[config.mk]
export PLATFORM = sky130hd
export DESIGN_NAME = msi_top
export DESIGN_NICKNAME = d
export VERILOG_FILES = /design/src/core/msi_timer.v /design/src/core/msi_top.v
export VERILOG_INCLUDE_DIRS = /design/src /design/src/include
export SDC_FILE = /design/constraint.sdc
export NUM_CORES = 2
export LEC_CHECK = 0
export BUFFER_PORTS_ARGS = -buffer_cell sky130_fd_sc_hd__clkbuf_2
export CORE_MARGIN = 10
export CORE_UTILIZATION = 25
export CTS_CLUSTER_SIZE = 28
export DETAILED_ROUTE_END_ITERATION = 8
export PLACE_DENSITY = 0.39
export SYNTH_ARGS = -nofsm -noshare
export SYNTH_HDL_FRONTEND = slang
export SYNTH_SLANG_ARGS = --single-unit
[constraint.sdc]
create_clock -name clk_sys -period 7.94 [get_ports clk_sys]
set_clock_uncertainty 0.1 [all_clocks]
set_input_delay 0.397 -clock clk_sys [delete_from_list [all_inputs] [get_ports clk_sys]]
set_output_delay 0.397 -clock clk_sys [all_outputs]
set_load 0.05 [all_outputs]
[src/include/msi_consts.vh]
// Purpose: constants for the motor start inhibit and re-acceleration supervisor
// Assumes: 50 MHz system clock, timers count whole milliseconds
// Notes:   offsets are byte addresses on a 32-bit APB bus
`ifndef MSI_CONSTS_VH
`define MSI_CONSTS_VH

`define MSI_CLK_NS        20
`define MSI_TICK_NS       1000000
`define MSI_TICK_CYCLES   (`MSI_TICK_NS / `MSI_CLK_NS)
`define MSI_TW            24
`define MSI_SLOTS         8
`define MSI_WATCH_S       5
`define MSI_WATCH_MS      (`MSI_WATCH_S * 1000)
`define MSI_FREEZE_MS     60000
`define MSI_COLD_MAX_PCT  8'h32
`define MSI_NUM_SAG_IN    5

`define MSI_OFF_CTRL      12'h000
`define MSI_OFF_LIMITS    12'h004
`define MSI_OFF_REF       12'h008
`define MSI_OFF_LOCKOUT   12'h00C
`define MSI_OFF_MININT    12'h010
`define MSI_OFF_REACC     12'h014
`define MSI_OFF_SUPERV    12'h018
`define MSI_OFF_MEDIUM    12'h01C
`define MSI_OFF_LONG      12'h020
`define MSI_OFF_VOLT      12'h024
`define MSI_OFF_STATUS    12'h028
`define MSI_OFF_EVENT     12'h02C

`define MSI_CTRL_RESTART  0
`define MSI_CTRL_INTVOLT  1
`define MSI_CTRL_TRIPMAP  2
`define MSI_CTRL_SEL_LO   4
`define MSI_CTRL_SEL_HI   6

`define MSI_RST_CTRL      32'h00000000
`define MSI_RST_LIMITS    32'h00000302
`define MSI_RST_TIME      24'h000000
`define MSI_RST_VOLT      32'h00000000

`endif

[src/core/msi_timer.v]
// Purpose: millisecond down-counter used by every supervisory delay except the permitted-count freeze, which counts up
// Assumes: tickEn is a one-cycle pulse once per millisecond
// Notes:   a zero preset expires at the next tick
`timescale 1ns/1ps
`include "msi_consts.vh"
module msi_timer (
  input  wire                 clk_sys,
  input  wire                 resetn,
  input  wire                 tickEn,
  input  wire                 start,
  input  wire                 stop,
  input  wire [`MSI_TW-1:0]   preset,
  output reg                  running,
  output reg                  done
);
  reg [`MSI_TW-1:0] count;

  always @(posedge clk_sys or negedge resetn) begin
    if (!resetn) begin
      count   <= `MSI_RST_TIME;
      running <= 1'b0;
      done    <= 1'b0;
    end else begin
      done <= 1'b0;
      if (start) begin
        count   <= preset;
        running <= 1'b1;
      end else if (stop) begin
        running <= 1'b0;
      end else if (running && tickEn) begin
        if (count <= {{(`MSI_TW-1){1'b0}}, 1'b1}) begin
          running <= 1'b0;
          done    <= 1'b1;
        end else begin
          count <= count - {{(`MSI_TW-1){1'b0}}, 1'b1};
        end
      end
    end
  end
endmodule

[src/core/msi_top.v]
// Purpose: start-count limit, minimum start interval, sag re-acceleration and auto restart
// Assumes: all status pins are asynchronous to clk_sys
// Notes:   registers on APB, zero wait states, every timer counts one common ms tick
`timescale 1ns/1ps
`include "msi_consts.vh"
// Operation
// - each start counted warm/cold while one of the 8 slots is free, expires after period
// - stop edge at limit starts lockout inhibit
// - inhibit held until counter drops below limit
// - thermal at or below 50% means cold
// - permitted count frozen at one when idle
// - every start restarts minimum-interval timer
// - early stop inhibits until interval timer ends
// - late stop raises no interval inhibit
// - sag from selected input or internal monitor
// - internal sag below under, restore above over
// - sag starts the re-acceleration window timer
// - restore plus stall current starts supervision
// - restore without stall current changes nothing
// - sag outlasting window raises sag timeout
// - auto restart arms only after sag trip
// - nonzero medium window starts after sag trip
// - restore within medium window gives close order
// - medium window expiry disarms auto restart
// - long delay extends restart when medium off
module msi_top #(
  parameter TICK_CYCLES = `MSI_TICK_CYCLES,
  parameter FREEZE_MS   = `MSI_FREEZE_MS,
  parameter VOLT_VARIANT = 1
) (
  input  wire                         clk_sys,
  input  wire                         resetn,
  input  wire                         psel,
  input  wire                         penable,
  input  wire                         pwrite,
  input  wire [11:0]                  paddr,
  input  wire [31:0]                  pwdata,
  output wire                         pready,
  output reg  [31:0]                  prdata,
  output reg                          pslverr,
  input  wire                         contactorPositionInput,
  input  wire                         startDetectIn,
  input  wire [7:0]                   thermalState,
  input  wire [`MSI_NUM_SAG_IN-1:0]   sagInputs,
  input  wire [15:0]                  voltageLevel,
  input  wire                         stallCurrentIn,
  output reg                          startCountInhibit,
  output reg                          minIntervalInhibit,
  output reg                          sagTimeout,
  output reg                          tripRelayOutput,
  output reg                          stallProtEnable,
  output reg                          startSupervision,
  output reg                          closeOrder
);
  localparam [3:0] RS_IDLE = 4'b0001;
  localparam [3:0] RS_MED  = 4'b0010;
  localparam [3:0] RS_WAIT = 4'b0100;
  localparam [3:0] RS_LONG = 4'b1000;
  localparam [31:0]        WATCH_WIDE    = `MSI_WATCH_MS;
  localparam [31:0]        FREEZE_WIDE   = FREEZE_MS;
  localparam [`MSI_TW-1:0] WATCH_PRESET  = WATCH_WIDE[`MSI_TW-1:0];
  localparam [`MSI_TW-1:0] FREEZE_LIMIT  = FREEZE_WIDE[`MSI_TW-1:0];
  localparam [31:0]        TICK_LAST     = TICK_CYCLES - 1;

  // register file
  reg [31:0]         ctrl;
  reg [31:0]         limits;
  reg [`MSI_TW-1:0]  refTime, lockTime, minTime, reaccTime, supTime, medTime, longTime;
  reg [31:0]         voltThr;
  reg [15:0]         eventCount;

  function isMapped;
    input [11:0] a;
    begin
      isMapped = (a[1:0] == 2'b00) && (a <= `MSI_OFF_EVENT);
    end
  endfunction

  assign pready = 1'b1;
  wire setupPhase = psel && !penable;
  wire wrAccess   = psel && penable && pwrite && isMapped(paddr);
  wire clearClose = wrAccess && (paddr == `MSI_OFF_EVENT) && pwdata[0];

  always @(posedge clk_sys or negedge resetn) begin
    if (!resetn) begin
      ctrl      <= `MSI_RST_CTRL;
      limits    <= `MSI_RST_LIMITS;
      refTime   <= `MSI_RST_TIME;
      lockTime  <= `MSI_RST_TIME;
      minTime   <= `MSI_RST_TIME;
      reaccTime <= `MSI_RST_TIME;
      supTime   <= `MSI_RST_TIME;
      medTime   <= `MSI_RST_TIME;
      longTime  <= `MSI_RST_TIME;
      voltThr   <= `MSI_RST_VOLT;
    end else if (wrAccess) begin
      if (paddr == `MSI_OFF_CTRL) begin
        ctrl <= pwdata & 32'h00000077;
      end else if (paddr == `MSI_OFF_LIMITS) begin
        limits <= pwdata & 32'h00000F0F;
      end else if (paddr == `MSI_OFF_REF) begin
        refTime <= pwdata[`MSI_TW-1:0];
      end else if (paddr == `MSI_OFF_LOCKOUT) begin
        lockTime <= pwdata[`MSI_TW-1:0];
      end else if (paddr == `MSI_OFF_MININT) begin
        minTime <= pwdata[`MSI_TW-1:0];
      end else if (paddr == `MSI_OFF_REACC) begin
        reaccTime <= pwdata[`MSI_TW-1:0];
      end else if (paddr == `MSI_OFF_SUPERV) begin
        supTime <= pwdata[`MSI_TW-1:0];
      end else if (paddr == `MSI_OFF_MEDIUM) begin
        medTime <= pwdata[`MSI_TW-1:0];
      end else if (paddr == `MSI_OFF_LONG) begin
        longTime <= pwdata[`MSI_TW-1:0];
      end else if (paddr == `MSI_OFF_VOLT) begin
        voltThr <= pwdata;
      end
    end
  end

  // common ms tick
  reg [31:0] tickCnt;
  reg        tickEn;
  always @(posedge clk_sys or negedge resetn) begin
    if (!resetn) begin
      tickCnt <= 32'h00000000;
      tickEn  <= 1'b0;
    end else if (tickCnt >= TICK_LAST) begin
      tickCnt <= 32'h00000000;
      tickEn  <= 1'b1;
    end else begin
      tickCnt <= tickCnt + 32'h00000001;
      tickEn  <= 1'b0;
    end
  end

  // pin synchronisers; buses may skew by one sample, harmless for slow analog-derived levels
  localparam SW = 3 + `MSI_NUM_SAG_IN + 8 + 16;
  wire [SW-1:0] rawIn = {contactorPositionInput, startDetectIn, stallCurrentIn, sagInputs, thermalState,
                         voltageLevel};
  reg  [SW-1:0] syncA, syncB;
  reg           runPrev, startPrev;
  always @(posedge clk_sys or negedge resetn) begin
    if (!resetn) begin
      syncA     <= {SW{1'b0}};
      syncB     <= {SW{1'b0}};
      runPrev   <= 1'b0;
      startPrev <= 1'b0;
    end else begin
      syncA     <= rawIn;
      syncB     <= syncA;
      runPrev   <= syncB[SW-1];
      startPrev <= syncB[SW-2];
    end
  end
  wire        motorRun  = syncB[SW-1];
  wire        stallNow  = syncB[SW-3];
  wire [4:0]  sagPins   = syncB[SW-4 -: `MSI_NUM_SAG_IN];
  wire [7:0]  thermal   = syncB[23:16];
  wire [15:0] volts     = syncB[15:0];
  wire startPulse = syncB[SW-2] && !startPrev;
  wire stopPulse  = runPrev && !motorRun;

  // start-count limitation with one reference timer per recorded start
  reg  [`MSI_SLOTS-1:0] slotWarm;
  wire [`MSI_SLOTS-1:0] slotRun, slotLoad;
  reg  [3:0]            warmCount, coldCount, freeIdx;
  integer i;
  always @* begin
    warmCount = 4'h0;
    coldCount = 4'h0;
    freeIdx   = 4'hF;
    for (i = `MSI_SLOTS - 1; i >= 0; i = i - 1) begin
      if (!slotRun[i]) begin
        freeIdx = i[3:0];
      end
      if (slotRun[i] && slotWarm[i]) begin
        warmCount = warmCount + 4'h1;
      end else if (slotRun[i]) begin
        coldCount = coldCount + 4'h1;
      end
    end
  end
  wire isWarm = thermal > `MSI_COLD_MAX_PCT;

  genvar g;
  generate
    for (g = 0; g < `MSI_SLOTS; g = g + 1) begin : refSlot
      assign slotLoad[g] = startPulse && (freeIdx == g);
      always @(posedge clk_sys or negedge resetn) begin
        if (!resetn) begin
          slotWarm[g] <= 1'b0;
        end else if (slotLoad[g]) begin
          slotWarm[g] <= isWarm;
        end
      end
      msi_timer refTmr (
        .clk_sys(clk_sys), .resetn(resetn), .tickEn(tickEn), .start(slotLoad[g]), .stop(1'b0),
        .preset(refTime), .running(slotRun[g]), .done()
      );
    end
  endgenerate

  wire [3:0] warmLimit = limits[3:0];
  wire [3:0] coldLimit = limits[11:8];
  wire warmFull = (warmLimit != 4'h0) && (warmCount >= warmLimit);
  wire coldFull = (coldLimit != 4'h0) && (coldCount >= coldLimit);
  wire atLimit  = warmFull || coldFull;

  wire lockRun, lockDone;
  msi_timer lockTmr (
    .clk_sys(clk_sys), .resetn(resetn), .tickEn(tickEn), .start(stopPulse && atLimit), .stop(1'b0),
    .preset(lockTime), .running(lockRun), .done(lockDone)
  );

  reg holdExt;
  always @(posedge clk_sys or negedge resetn) begin
    if (!resetn) begin
      holdExt <= 1'b0;
    end else if (lockDone && atLimit) begin
      holdExt <= 1'b1;
    end else if (!atLimit) begin
      holdExt <= 1'b0;
    end
  end

  // minimum interval between starts
  wire minRun, minDone;
  msi_timer minTmr (
    .clk_sys(clk_sys), .resetn(resetn), .tickEn(tickEn), .start(startPulse), .stop(1'b0),
    .preset(minTime), .running(minRun), .done(minDone)
  );
  reg minInh;
  always @(posedge clk_sys or negedge resetn) begin
    if (!resetn) begin
      minInh <= 1'b0;
    end else begin
      minInh <= (minInh || (stopPulse && minRun)) && !minDone && !startPulse;
    end
  end

  // time since last start, drives the frozen permitted count
  reg [`MSI_TW-1:0] sinceStart;
  always @(posedge clk_sys or negedge resetn) begin
    if (!resetn) begin
      sinceStart <= `MSI_RST_TIME;
    end else if (startPulse) begin
      sinceStart <= `MSI_RST_TIME;
    end else if (tickEn && sinceStart <= FREEZE_LIMIT) begin
      sinceStart <= sinceStart + {{(`MSI_TW-1){1'b0}}, 1'b1};
    end
  end
  wire [3:0] remWarm = warmFull ? 4'h0 : (warmLimit - warmCount);
  wire [3:0] remCold = coldFull ? 4'h0 : (coldLimit - coldCount);
  wire [3:0] remMin  = (remWarm < remCold) ? remWarm : remCold;
  wire [3:0] permitted = (!atLimit && sinceStart > FREEZE_LIMIT) ? 4'h1 : remMin;

  // sag source and classification
  wire [2:0] sagSel  = ctrl[`MSI_CTRL_SEL_HI:`MSI_CTRL_SEL_LO];
  wire       useInt  = ctrl[`MSI_CTRL_INTVOLT] && (VOLT_VARIANT != 0);
  wire       extSag  = (sagSel < `MSI_NUM_SAG_IN) ? sagPins[sagSel] : 1'b0;
  reg        intSag;
  reg        sagPrev;
  always @(posedge clk_sys or negedge resetn) begin
    if (!resetn) begin
      intSag <= 1'b0;
    end else if (volts < voltThr[15:0]) begin
      intSag <= 1'b1;
    end else if (volts > voltThr[31:16]) begin
      intSag <= 1'b0;
    end
  end
  wire sagNow  = useInt ? intSag : extSag;
  wire sagRise = sagNow && !sagPrev;
  wire sagFall = !sagNow && sagPrev;

  wire reaccRun, reaccDone, watchRun, supRun, supDone, medDone, longDone;
  msi_timer reaccTmr (
    .clk_sys(clk_sys), .resetn(resetn), .tickEn(tickEn), .start(sagRise), .stop(sagFall),
    .preset(reaccTime), .running(reaccRun), .done(reaccDone)
  );
  wire stallSeen = watchRun && stallNow;
  msi_timer watchTmr (
    .clk_sys(clk_sys), .resetn(resetn), .tickEn(tickEn), .start(sagFall && reaccRun), .stop(stallSeen),
    .preset(WATCH_PRESET), .running(watchRun), .done()
  );
  msi_timer supTmr (
    .clk_sys(clk_sys), .resetn(resetn), .tickEn(tickEn), .start(stallSeen), .stop(1'b0),
    .preset(supTime), .running(supRun), .done(supDone)
  );

  reg sagTrip;
  always @(posedge clk_sys or negedge resetn) begin
    if (!resetn) begin
      sagPrev <= 1'b0;
      sagTrip <= 1'b0;
    end else begin
      sagPrev <= sagNow;
      if (reaccDone && sagNow) begin
        sagTrip <= 1'b1;
      end else if (sagFall) begin
        sagTrip <= 1'b0;
      end
    end
  end
  wire tripRise = reaccDone && sagNow;

  // automatic restart sequencer
  reg [3:0] rsState;
  wire restartEn = ctrl[`MSI_CTRL_RESTART];
  wire medStart  = rsState[0] && tripRise && restartEn && (medTime != `MSI_RST_TIME);
  wire longStart = rsState[2] && sagFall;
  msi_timer medTmr (
    .clk_sys(clk_sys), .resetn(resetn), .tickEn(tickEn), .start(medStart), .stop(sagFall),
    .preset(medTime), .running(), .done(medDone)
  );
  msi_timer longTmr (
    .clk_sys(clk_sys), .resetn(resetn), .tickEn(tickEn), .start(longStart), .stop(1'b0),
    .preset(longTime), .running(), .done(longDone)
  );

  reg closeSet;
  always @(posedge clk_sys or negedge resetn) begin
    if (!resetn) begin
      rsState  <= RS_IDLE;
      closeSet <= 1'b0;
    end else begin
      closeSet <= 1'b0;
      if (!restartEn) begin
        rsState <= RS_IDLE;
      end else begin
        case (rsState)
          RS_IDLE: begin
            if (tripRise && medTime != `MSI_RST_TIME) begin
              rsState <= RS_MED;
            end else if (tripRise && longTime != `MSI_RST_TIME) begin
              rsState <= RS_WAIT;
            end
          end
          RS_MED: begin
            if (sagFall) begin
              closeSet <= 1'b1;
              rsState  <= RS_IDLE;
            end else if (medDone) begin
              rsState <= RS_IDLE;
            end
          end
          RS_WAIT: begin
            if (sagFall) begin
              rsState <= RS_LONG;
            end
          end
          RS_LONG: begin
            if (longDone) begin
              closeSet <= 1'b1;
              rsState  <= RS_IDLE;
            end
          end
          default: begin
            rsState <= RS_IDLE;
          end
        endcase
      end
    end
  end

  // registered outputs; close order stays until the motor runs or software clears it
  always @(posedge clk_sys or negedge resetn) begin
    if (!resetn) begin
      startCountInhibit  <= 1'b0;
      minIntervalInhibit <= 1'b0;
      sagTimeout         <= 1'b0;
      tripRelayOutput    <= 1'b0;
      stallProtEnable    <= 1'b1;
      startSupervision   <= 1'b0;
      closeOrder         <= 1'b0;
      eventCount         <= 16'h0000;
    end else begin
      // lockDone bridges the one cycle before holdExt takes over, no gap in the inhibit
      startCountInhibit  <= lockRun || (lockDone && atLimit) || holdExt;
      minIntervalInhibit <= minInh;
      sagTimeout         <= sagTrip;
      tripRelayOutput    <= sagTrip && ctrl[`MSI_CTRL_TRIPMAP];
      stallProtEnable    <= !(supRun || stallSeen) || supDone;
      startSupervision   <= supRun || stallSeen;
      if (closeSet) begin
        closeOrder <= 1'b1;
        eventCount <= eventCount + 16'h0001;
      end else if (clearClose || motorRun) begin
        closeOrder <= 1'b0;
      end
    end
  end

  // read path: data sampled in setup phase, valid through access phase
  wire [31:0] status = {8'h00, rsState, permitted, coldCount, warmCount, 1'b0, sagNow, closeOrder,
                        stallProtEnable, sagTimeout, minIntervalInhibit, startCountInhibit, holdExt};
  always @(posedge clk_sys or negedge resetn) begin
    if (!resetn) begin
      prdata  <= 32'h00000000;
      pslverr <= 1'b0;
    end else if (setupPhase) begin
      pslverr <= !isMapped(paddr);
      if (paddr == `MSI_OFF_CTRL) begin
        prdata <= ctrl;
      end else if (paddr == `MSI_OFF_LIMITS) begin
        prdata <= limits;
      end else if (paddr == `MSI_OFF_REF) begin
        prdata <= {8'h00, refTime};
      end else if (paddr == `MSI_OFF_LOCKOUT) begin
        prdata <= {8'h00, lockTime};
      end else if (paddr == `MSI_OFF_MININT) begin
        prdata <= {8'h00, minTime};
      end else if (paddr == `MSI_OFF_REACC) begin
        prdata <= {8'h00, reaccTime};
      end else if (paddr == `MSI_OFF_SUPERV) begin
        prdata <= {8'h00, supTime};
      end else if (paddr == `MSI_OFF_MEDIUM) begin
        prdata <= {8'h00, medTime};
      end else if (paddr == `MSI_OFF_LONG) begin
        prdata <= {8'h00, longTime};
      end else if (paddr == `MSI_OFF_VOLT) begin
        prdata <= voltThr;
      end else if (paddr == `MSI_OFF_STATUS) begin
        prdata <= status;
      end else if (paddr == `MSI_OFF_EVENT) begin
        prdata <= {16'h0000, eventCount};
      end else begin
        prdata <= 32'h00000000;
      end
    end
  end
endmodule

==> results summary <==
The run finished with clean final reports. The number of synthesized flops with an enable pin came out at 0. The number of global-route vias before repair came out at 32,136.

Pin placement for this block handled 122 I/O pins. The cell total after placement came out at 6,256. The number of nets in the layout came out at 4,417. Across the VDD grid, the largest voltage drop is 0.662 mV. The share of the synthesized netlist area taken by xor and xnor gates came out at 0.0541. The number of fill cells is 16,853. The timing-limited maximum frequency is 134 MHz. Before antenna repair, the detailed router went through 8 iterations. The arrival time of data at the critical path endpoint is 7970 ps.

The tightest hold path in the finished design has a slack of 73.1 ps. Of the total synthesized cell area, the portion taken by AND, OR, NAND and NOR gates is 0.184. The total area inside the core boundary comes to 160,000 um^2. The power per cell area is 339 nW/um^2. The area taken by flip-flops and latches came out at 19,800 um^2. The cell with the largest stage delay on the worst path is sky130_fd_sc_hd__or3b_2. The number of warning messages in the yosys log came out at 0.

The number of cells on the worst hold path is 5. The number of different library cells used by synthesis comes to 94. The final design instance area without fill came out at 47,200 um^2. The peak per-stage delay on the critical path came out at 430 ps.

The headroom to the max-slew limit came out at 0.0807. The cell count of the worst reg-to-reg path came out at 39. For this block, the routed nets add up to 151,000 um of wire. After synthesis, the cell types taking the most area are sky130_fd_sc_hd__dfrtp_1, sky130_fd_sc_hd__mux2_2, sky130_fd_sc_hd__nand2_1. The mean cell area of the mapped netlist came out at 9.81 um^2. The overall via count from detail_route is 32,390. Of the post-synthesis cell area, the dominant cell type holds 0.490. After detailed routing, the average wire length per cell comes to 23.2 um. Once placement finished, the instance area stood at 43,300 um^2. The H-tree was split into 3 levels.

The worst path in the final design needs a cycle of 7470 ps, including I/O delays and setup. The mux contribution to synthesized area is 0.0603. The worst min-delay path category is input pin to flip-flop. The setup TNS after final layout is 0 ps. Setup violations remaining at the end of the flow were counted as 0.

By area, the combinational part of the netlist is dominated by simple AND/OR/NAND/NOR gates. The share of the synthesized area in compound gates (AO/OA/AOI/OAI) came out at 0.149. The DRC marker count from the first detailed-route iteration is 2,733. Of all flip-flops after synthesis, the portion carrying an async set or reset was 1.00.

Synthesis inferred 792 register bits. By count the netlist is led by sky130_fd_sc_hd__dfrtp_1, sky130_fd_sc_hd__nand2_1, sky130_fd_sc_hd__nor2_1. The type of element launching the critical path is a flip-flop. The number of buffers created by CTS came out at 99. The maximum number of pins on one net before global-route repair is 141. The number of port buffers is 120. The most frequent cell on the critical path is sky130_fd_sc_hd__ha_1. For this run, the share of the core covered by cells in the final layout is 0.295.

The synthesized instance count is 4,095. The maximum buffer depth of the clock tree is 3. After floorplanning, the core was divided into 147 placement rows. The max-slew violation count is 0.

The sink count of the clock tree is 792. The share of final-layout standard cells stronger than drive strength 1 is 0.143. Summing all multi-input logic gate instances after layout gives 19,300 um^2. The clock insertion delay at the later pin of the skew report is 720 ps.

The slew of the pin with the lowest slew margin is 1370 ps. Clock-pin slew was measured on the worst setup and hold paths at 60 ps. The most frequent cell after synthesis is sky130_fd_sc_hd__dfrtp_1.

The adder-cell area share of the yosys netlist came out at 0.0293. The area of the die is 177,000 um^2. The aggregate global routing overflow came out at 0.

The final period utilization is 0.941. The aggregate global-route resource usage came out at 0.168. The die is 421 um wide. The worst setup path is captured at a flip-flop.

The total half-perimeter wirelength after legalization and detailed placement came out at 105,000 um. The worst setup path is of the flip-flop to flip-flop kind. The initial antenna violation count was 16. The synthesized design spends more area on one cell type than any other, namely sky130_fd_sc_hd__dfrtp_1.

The count of nets left with antenna violations once routing finished came out at 0. Summing every instance area after synthesis gives 40,200 um^2. The total count of hold-check failures in the final report is 0.

The wire length of the first global-routing pass is 223,000 um. From synthesis to final layout, the design area changed by 17.6%. The floorplan step set the die height to 421 um. The initial core utilization is 0.251. The remaining design rule violation count came out at 0. The static leakage came out at 20.9 nW.

The ratio of routed vias to standard cells came out at 4.99. TritonCTS built the clock tree. The final weighted congestion of routability-driven global placement is 0.889. Among all flip-flop cells after synthesis, the most frequent one is sky130_fd_sc_hd__dfrtp_1. At the worst endpoint, the required time is 8440 ps. The cell sitting at the root of the clock tree is a sky130_fd_sc_hd__clkbuf_16. The count of max-cap constraint violations came out at 0.

The share of the yosys chip area belonging to registers is 0.494. In this run the worst path has a maximum fanout of 4. The number of cells in the finished layout apart from fillers is 6,489. The reg-to-reg setup timing slack is 470 ps.
==> final cells by class <==
type,count,area share
multi-input combinational,3014,0.408
inverter,112,0.00890
antenna,3,0.000159
timing repair buffer,224,0.0329
clock inverter,49,0.0144
tap,2160,0.0572
sequential,792,0.420
clock buffer,135,0.0585
==> path summary, 6_finish.rpt <==
| check | to | start |
|---|---|---|
| max in group asynchronous | refSlot[2].refTmr.count[4] | resetn |
| min reg2reg | syncB[14] | syncA[14] |
| max reg2reg | prdata[16] | refSlot[7].refTmr.running |
| min in group asynchronous | longTmr.count[23] | resetn |
| min | pslverr | penable |
| max | prdata[16] | refSlot[7].refTmr.running |
==> power breakdown <==
group | internal (mW) | switching [mW] | leakage, nW
registers | 4.61 | 0.576 | 10.5
clock network | 2.87 | 1.95 | 1.68
logic | 2.54 | 3.48 | 8.71
total | 10.0 | 6.01 | 20.9
==> layout by cell type (no fill, tap or decap), types with 100 or more instances in the layout <==
master	netlist	routed
sky130_fd_sc_hd__clkbuf_16	0	100
sky130_fd_sc_hd__nor2_1	370	363
sky130_fd_sc_hd__nand2_1	482	482
sky130_fd_sc_hd__dfrtp_1	787	786
sky130_fd_sc_hd__xnor2_1	153	153
sky130_fd_sc_hd__nor3_1	128	126
sky130_fd_sc_hd__mux2_2	209	209
sky130_fd_sc_hd__clkbuf_2	1	119
sky130_fd_sc_hd__nand3_1	111	111
sky130_fd_sc_hd__o21ai_0	316	316
sky130_fd_sc_hd__a21oi_1	166	165
sky130_fd_sc_hd__inv_1	112	112
==> flip-flops by register name, summed over array words and instances (netlist names), 32 cells and up <==
signal                flops
refSlot.refTmr.count    192
tickCnt                  32
voltThr                  32
syncB                    32
syncA                    32
prdata                   32
==> layer usage <==
metal	share of wire	vias up	track usage
li1	-	15111	-
met3	0.050	211	0.0258
met1	0.45	16263	0.230
met5	0.00018	-	0
met2	0.46	801	0.270
met4	0.033	4	0.0542
==> worst max-delay path: cells and delay by family (launching register included) <==
kind | cells | cell delay (ps)
and+or+nand+nor | 15 | 2000
xor gates and xnor gates | 2 | 420
DFF | 1 | 370
buffers and inverters | 2 | 120
adders and majority gates | 9 | 2570
muxes | 1 | 170
AOI/OAI and AO/OA | 10 | 1580
==> logic make-up after synthesis <==
family,count (synthesis)
xor gates and xnor gates,233
DFF,792
and+or+nand+nor,1535
AOI/OAI and AO/OA,922
buffers and inverters,304
other,2
muxes,214
adders and majority gates,93
==> metrics by stage <==
| step | power (mW) | setup slack [ps] |
|---|---|---|
| final | 16.0 | 467 |
| after floorplan | 9.51 | 707 |
| after detailed placement | 11.1 | 292 |
| after global routing | 17.2 | -22.4 |
| after CTS | 16.1 | 302 |
| after global placement | 11.0 | 343 |
==> what timing repair did <==
item                                    in CTS  in global routing
hold endpoints to repair                   121                  0
endpoints found under the setup margin       0                  3
hold buffers                                45                  0
buffers inserted                             0                  1
gates resized for setup                      0                  4
Note: power is estimated with default switching activity, not from simulation.
